[src/design/pin_mux_defs.vh]
/*
 Constants for the clock output and port A pin mux.
 Assumes inclusion by bare name from design/pin_mux.v.
*/
// Overview of operation
// Clock output pin drives a buffered clock, disabled while reset is held.
// Select value routes none, master, bus, oscillator, prescaler, postscaler.
// External clock drives crystal drive pin; crystal return pin is grounded.
// Oscillator clock either feeds the core directly or is the PLL reference.
// Idle external bus tri-states address 8 to 13 and controls per hold bit.
// After reset the six shared pins carry the address function.
// Each port A line is independently input or output in port mode.
// Clearing pull-up enable bit n turns off the pull-up on line n.
// In this package software uses the shared pins only as port lines.
// Clock input select 1 takes external clock, 0 uses crystal oscillator.
// Port A pull-up enables reset to all ones.
`ifndef PIN_MUX_DEFS_VH
`define PIN_MUX_DEFS_VH
`define CLK_OUT_SEL_W      3
`define CLK_OUT_SEL_OFF    3'h0
`define CLK_OUT_SEL_MASTER 3'h1
`define CLK_OUT_SEL_BUS    3'h2
`define CLK_OUT_SEL_OSC    3'h3
`define CLK_OUT_SEL_PRE    3'h4
`define CLK_OUT_SEL_POST   3'h5
`define CLK_OUT_SEL_RESET  3'h0
`define PORT_A_W        6
`define PULLUP_RESET    6'h3F
`define DIR_RESET       6'h00
`define FUNC_RESET      6'h3F
`define DATA_RESET      6'h00
`endif

[src/design/pin_mux.v]
/*
 Pin mux for the clock output, oscillator pins and port A shared pins.
 Assumes all control inputs are synchronous to core_clk; clock sources
 arrive as plain signals and are gated combinationally onto the pin.
*/
`timescale 1ns/1ps
`include "pin_mux_defs.vh"
module pin_mux (
    input  wire        core_clk,
    input  wire        sys_rst,
    input  wire        clk_en,
    input  wire        clock_input_select,
    input  wire        crystal_drive_in,
    input  wire        crystal_osc_clk,
    input  wire        pll_select,
    input  wire        pll_out_clk,
    input  wire        master_system_clock,
    input  wire        peripheral_bus_clock,
    input  wire        prescaler_clock,
    input  wire        postscaler_clock,
    input  wire        cfg_we,
    input  wire [2:0]  clock_out_select_in,
    input  wire [5:0]  port_a_func_in,
    input  wire [5:0]  port_a_dir_in,
    input  wire [5:0]  port_a_data_in,
    input  wire [5:0]  port_a_pullup_in,
    input  wire        bus_drive_hold_bit,
    input  wire        ext_bus_active,
    input  wire [5:0]  ext_mem_addr,
    input  wire [5:0]  pin_in,
    output wire [5:0]  pin_out,
    output wire [5:0]  pin_oe_n,
    output wire [5:0]  pin_pullup,
    output reg  [5:0]  port_a_read,
    output wire        ext_mem_ctrl_tristate,
    output wire        osc_ref_clk,
    output wire        core_src_clk,
    output wire        buffered_clock_out_pin,
    output wire        buffered_clock_out_oe_n,
    output reg  [2:0]  clock_out_select_reg,
    output reg  [5:0]  port_a_pullup_enables
);
    reg  [5:0] port_a_func;
    reg  [5:0] port_a_dir;
    reg  [5:0] port_a_data;
    reg  [2:0] next_clock_out_select;
    reg  [5:0] next_port_a_func;
    reg  [5:0] next_port_a_dir;
    reg  [5:0] next_port_a_data;
    reg  [5:0] next_port_a_pullup;
    reg  [5:0] next_port_a_read;
    reg        clk_out_mux;
    wire       load_cfg;
    wire       clk_out_on;
    wire       addr_drive;
    genvar     i;

    // Only codes one to five name a source; the rest leave the pin off.
    function clk_out_src_valid;
        input [2:0] sel;
        begin
            case (sel)
                `CLK_OUT_SEL_MASTER,
                `CLK_OUT_SEL_BUS,
                `CLK_OUT_SEL_OSC,
                `CLK_OUT_SEL_PRE,
                `CLK_OUT_SEL_POST: begin
                    clk_out_src_valid = 1'b1;
                end
                default: begin
                    clk_out_src_valid = 1'b0;
                end
            endcase
        end
    endfunction

    // A pin is released in reset, else set by its function and direction.
    function pin_enable_n;
        input in_reset;
        input addr_func;
        input out_dir;
        input drive_addr;
        begin
            if (in_reset) begin
                pin_enable_n = 1'b1;
            end else if (addr_func) begin
                pin_enable_n = !drive_addr;
            end else begin
                pin_enable_n = !out_dir;
            end
        end
    endfunction

    // A shared pin carries its address bit or its port data bit.
    function pin_level;
        input addr_func;
        input addr_bit;
        input data_bit;
        begin
            if (addr_func) begin
                pin_level = addr_bit;
            end else begin
                pin_level = data_bit;
            end
        end
    endfunction

    // A write is taken only while the clock enable is high.
    assign load_cfg = clk_en && cfg_we;

    always @* begin
        next_clock_out_select = clock_out_select_reg;
        next_port_a_func      = port_a_func;
        next_port_a_dir       = port_a_dir;
        next_port_a_data      = port_a_data;
        next_port_a_pullup    = port_a_pullup_enables;
        if (load_cfg) begin
            next_clock_out_select = clock_out_select_in;
            next_port_a_func      = port_a_func_in;
            next_port_a_dir       = port_a_dir_in;
            next_port_a_data      = port_a_data_in;
            next_port_a_pullup    = port_a_pullup_in;
        end
    end

    // Pad levels are sampled on every enabled cycle.
    always @* begin
        next_port_a_read = port_a_read;
        if (clk_en) begin
            next_port_a_read = pin_in;
        end
    end

    always @(posedge core_clk or posedge sys_rst) begin
        if (sys_rst) begin
            clock_out_select_reg <= `CLK_OUT_SEL_RESET;
        end else begin
            clock_out_select_reg <= next_clock_out_select;
        end
    end

    always @(posedge core_clk or posedge sys_rst) begin
        if (sys_rst) begin
            port_a_func <= `FUNC_RESET;
        end else begin
            port_a_func <= next_port_a_func;
        end
    end

    always @(posedge core_clk or posedge sys_rst) begin
        if (sys_rst) begin
            port_a_dir <= `DIR_RESET;
        end else begin
            port_a_dir <= next_port_a_dir;
        end
    end

    always @(posedge core_clk or posedge sys_rst) begin
        if (sys_rst) begin
            port_a_data <= `DATA_RESET;
        end else begin
            port_a_data <= next_port_a_data;
        end
    end

    always @(posedge core_clk or posedge sys_rst) begin
        if (sys_rst) begin
            port_a_pullup_enables <= `PULLUP_RESET;
        end else begin
            port_a_pullup_enables <= next_port_a_pullup;
        end
    end

    always @(posedge core_clk or posedge sys_rst) begin
        if (sys_rst) begin
            port_a_read <= `DATA_RESET;
        end else begin
            port_a_read <= next_port_a_read;
        end
    end

    // Oscillator clock is the external pin or the crystal oscillator.
    assign osc_ref_clk  = clock_input_select ? crystal_drive_in
                                             : crystal_osc_clk;
    assign core_src_clk = pll_select ? pll_out_clk : osc_ref_clk;

    always @* begin
        case (clock_out_select_reg)
            `CLK_OUT_SEL_MASTER: begin
                clk_out_mux = master_system_clock;
            end
            `CLK_OUT_SEL_BUS: begin
                clk_out_mux = peripheral_bus_clock;
            end
            `CLK_OUT_SEL_OSC: begin
                clk_out_mux = osc_ref_clk;
            end
            `CLK_OUT_SEL_PRE: begin
                clk_out_mux = prescaler_clock;
            end
            `CLK_OUT_SEL_POST: begin
                clk_out_mux = postscaler_clock;
            end
            default: begin
                clk_out_mux = 1'b0;
            end
        endcase
    end

    assign clk_out_on = !sys_rst &&
                        clk_out_src_valid(clock_out_select_reg);
    assign buffered_clock_out_pin  = clk_out_on ? clk_out_mux : 1'b0;
    assign buffered_clock_out_oe_n = !clk_out_on;

    // Address lines are driven while the bus is busy or the hold bit is set.
    assign addr_drive = !sys_rst && (ext_bus_active || bus_drive_hold_bit);
    assign ext_mem_ctrl_tristate = !addr_drive;

    generate
        for (i = 0; i < `PORT_A_W; i = i + 1) begin : g_pin
            assign pin_out[i] = pin_level(port_a_func[i], ext_mem_addr[i],
                                          port_a_data[i]);
            assign pin_oe_n[i] = pin_enable_n(sys_rst, port_a_func[i],
                                              port_a_dir[i],
                                              addr_drive);
            assign pin_pullup[i] = port_a_pullup_enables[i];
        end
    endgenerate
endmodule // pin_mux

[config.mk]
export PLATFORM = sky130hd
export DESIGN_NAME = pin_mux
export DESIGN_NICKNAME = d
export VERILOG_FILES = /design/src/design/pin_mux.v
export VERILOG_INCLUDE_DIRS = /design/src /design/src/design
export SDC_FILE = /design/constraint.sdc
export NUM_CORES = 1
export LEC_CHECK = 0
export BUFFER_PORTS_ARGS = -buffer_cell sky130_fd_sc_hd__buf_2
export CORE_MARGIN = 2
export CORE_UTILIZATION = 43
export DETAILED_ROUTE_END_ITERATION = 10
export PLACE_DENSITY = 0.79
export SLEW_MARGIN = 20
export SYNTH_ARGS = -nofsm -noshare
export SYNTH_HDL_FRONTEND = slang
export SYNTH_SLANG_ARGS = --single-unit
[constraint.sdc]
create_clock -name core_clk -period 1.66 [get_ports core_clk]
set_clock_uncertainty 0.2 [all_clocks]
set_input_delay 0.083 -clock core_clk [delete_from_list [all_inputs] [get_ports core_clk]]
set_output_delay 0.083 -clock core_clk [all_outputs]
set_load 0.005 [all_outputs]
==> results.yml <==
synthesis:
  ys.flop_type: "dfrtp_1"
  ys_ff_latch: 33
  ys_seq_area_share_pct: 52.3
  syn_area_sq_um: 1610
  postSynthAreaPerCell_sq_um: 14.8
  synth_nets: 163
  synth_edf_count: 0
  synth-async-reset-ratio_pct: 100
  synth_cells: 109
  yosysWarnings: 0
  synthDistinctLibCells: 19
sta:
  drv_slew: 0
  period_needed_ns: 1.63
  whs_ns: 0.0215
  clock.fmax_ghz: 0.614
  worst_pin_slew_ns: 0.295
  grt_setup_unrepaired: "yes"
  finalHoldViolCount: 0
  period_share_pct: 98.1
  worst_slack_ns: 0.0311
  slew_headroom_pct: 80.1
  finalSetupViolations: 0
final_layout:
  insertedDiodeCount: 0
  regArea_sq_um: 842
  final_cell_area_sq_um: 2610
  multi_input_area_sq_um: 687
  fin_util_pct: 71.7
  layout_commonest_cell: "buf_2"
  nNetsFinal: 295
  layout-drive-gt1-share_pct: 66.1
  layout_common_cells: "91 x buf_2, 39 x dlygate4sd3_1, 21 x mux2_2"
  syn2layout_area_growth_pct: 62.0
  n_fill_cell: 275
clock_tree:
  clk_latency_ns: 0.27
  cts_tree: "built"
  cts.clk_slew.worst_paths_ns: 0.07
  clock_sinks: 33
  htreeDepth: 2
  cts_setup_buffers: 0
  cts_root_buf: "clkbuf_8"
  numCtsBuffers: 5
  cts_buffer_depth: 2
floorplan:
  die_y_um: 65.1
  start_util_pct: 44.2
  core_sq_um: 3630
  pin_count: 92
  num_rows: 22
  die_w_um: 65.1
  die-area_sq_um: 4240
global_route:
  grt_max_degree: 28
  track_usage_pct: 21.2
  grt_pass1_wl_mm: 6.72
  grt_pass1_vias: 1488
  antenna_found_initial: 0
  overflow: 0
routing:
  top_layer: "met4"
  detail-route-antenna-nets: 0
  route.met2.wl_mm: 2.35
  firstDrtPassIters: 2
  wl_met3_um: 173
  wl_met1_mm: 1.41
  drt-initial-drc-count: 28
  drt-total-wl_mm: 4.06
  vias: 1379
  vias_per_cell: 4.76
  wire_per_inst_um: 14.0
  drc: 0
worst_setup_path:
  crit_slowest_cell: "dlygate4sd3_1"
  critPathMaxStageDelay_ns: 0.56
  critPathArrivalTime_ns: 1.59
  reg2reg_slack_ns: 0.14
  crit_family: "buffers and inverters"
  r2r_start: "port_a_read[4]$_DFFE_PP0P_"
  critPathMaxFanout: 1
  critPathBufInv: 3
  cp-start-kind: "input port"
  worst_path_most_repeated_cell: "dlygate4sd3_1"
  endpoint_kind: "flop"
  required_ns: 1.62
  crit_type: "in2reg"
  rr_endpoint: "port_a_read[4]$_DFFE_PP0P_"
  reg2reg_depth: 2
  crit_chain: "dlygate4sd3_1 > buf_2 > mux2_2 > dlygate4sd3_1"
worst_hold_path:
  min_from: "clk_en"
  hold_path_depth: 2
  hold_class: "in2reg"
  min_to: "port_a_read[3]$_DFFE_PP0P_"
status:
  status: "finished clean"
placed_design:
  post-place-ws_ns: 0.291
  gp_congestion: 0.716
  io_buffers: 91
  dpl_cell_area_sq_um: 2090
power:
  p_total_w: 0.00227
  p_leak_nw: 1.29
  power_density_nw_per_um2: 872
  vdd_drop_max_mv: 0.579
job:
  maxCapViolCount: 0
## how the worst max path moves through the flow
stage,cells after the start,startpoint,endpoint,slack (ns)
finish,4,pin_in[4],port_a_read[4]$_DFFE_PP0P_,0.03
global route,4,clock_out_select_reg[0]$_DFFE_PP0P_,buffered_clock_out_pin,-0.03
CTS,4,clock_out_select_reg[0]$_DFFE_PP0P_,buffered_clock_out_pin,-0.002
detailed placement,4,clock_out_select_reg[0]$_DFFE_PP0P_,buffered_clock_out_pin,0.29
global placement,4,clock_out_select_reg[0]$_DFFE_PP0P_,buffered_clock_out_pin,0.31
floorplan,2,sys_rst,pin_oe_n[5],0.11
## synth_stat cells, types with 2 or more instances
cell type / count / area (sq um)
o211ai_1: 6 / 45.0
mux2_4: 20 / 300
mux2_2: 21 / 236
dfrtp_1: 21 / 526
dfstp_2: 12 / 315
buf_6: 2 / 22.5
nand2_1: 6 / 22.5
a21oi_1: 3 / 15.0
inv_1: 2 / 7.51
buf_4: 7 / 52.6
## cells by family after synthesis
group / share of synthesized area (%)
AO/OA/AOI/OAI: 5.60
buffers and inverters: 5.37
flip-flops: 52.3
multiplexers: 34.0
AND/OR/NAND/NOR: 2.72
## per-layer routing
metal | track usage (%) | vias up
met4 | 9.90 | 0
met1 | 22.5 | 676
li1 | - | 648
met5 | 0 | -
met2 | 40.3 | 45
met3 | 3.77 | 10
## final cells by class
cell class,count,area share [%]
Clock buffer,7,3.70
Clock inverter,1,0.192
Inverter,3,0.432
Multi-Input combinational cell,64,26.4
Sequential cell,33,32.3
Tap cell,48,2.31
Timing Repair Buffer,134,34.7
## power breakdown
| part | leakage [nW] | switching (W) | internal, W |
|---|---|---|---|
| Sequential | 0.371 | 0.0000921 | 0.000951 |
| Combinational | 0.867 | 0.000195 | 0.000392 |
| Clock | 0.0542 | 0.000266 | 0.000374 |
## per-stage QoR
stage,instances,setup TNS (ns)
floorplan,109,0
detailed placement,243,0
CTS,290,-0.00181
global placement,243,0
finish,290,0
global route,290,-0.0374
## repair_timing
| action | CTS | global route |
|---|---|---|
| resized for setup | 0 | 6 |
| hold buffers | 39 | 0 |
| setup endpoints to repair | 1 | 8 |
| hold endpoints to repair | 66 | 0 |
| pin swaps | 2 | 1 |
Power figures use the tool's default switching activity.
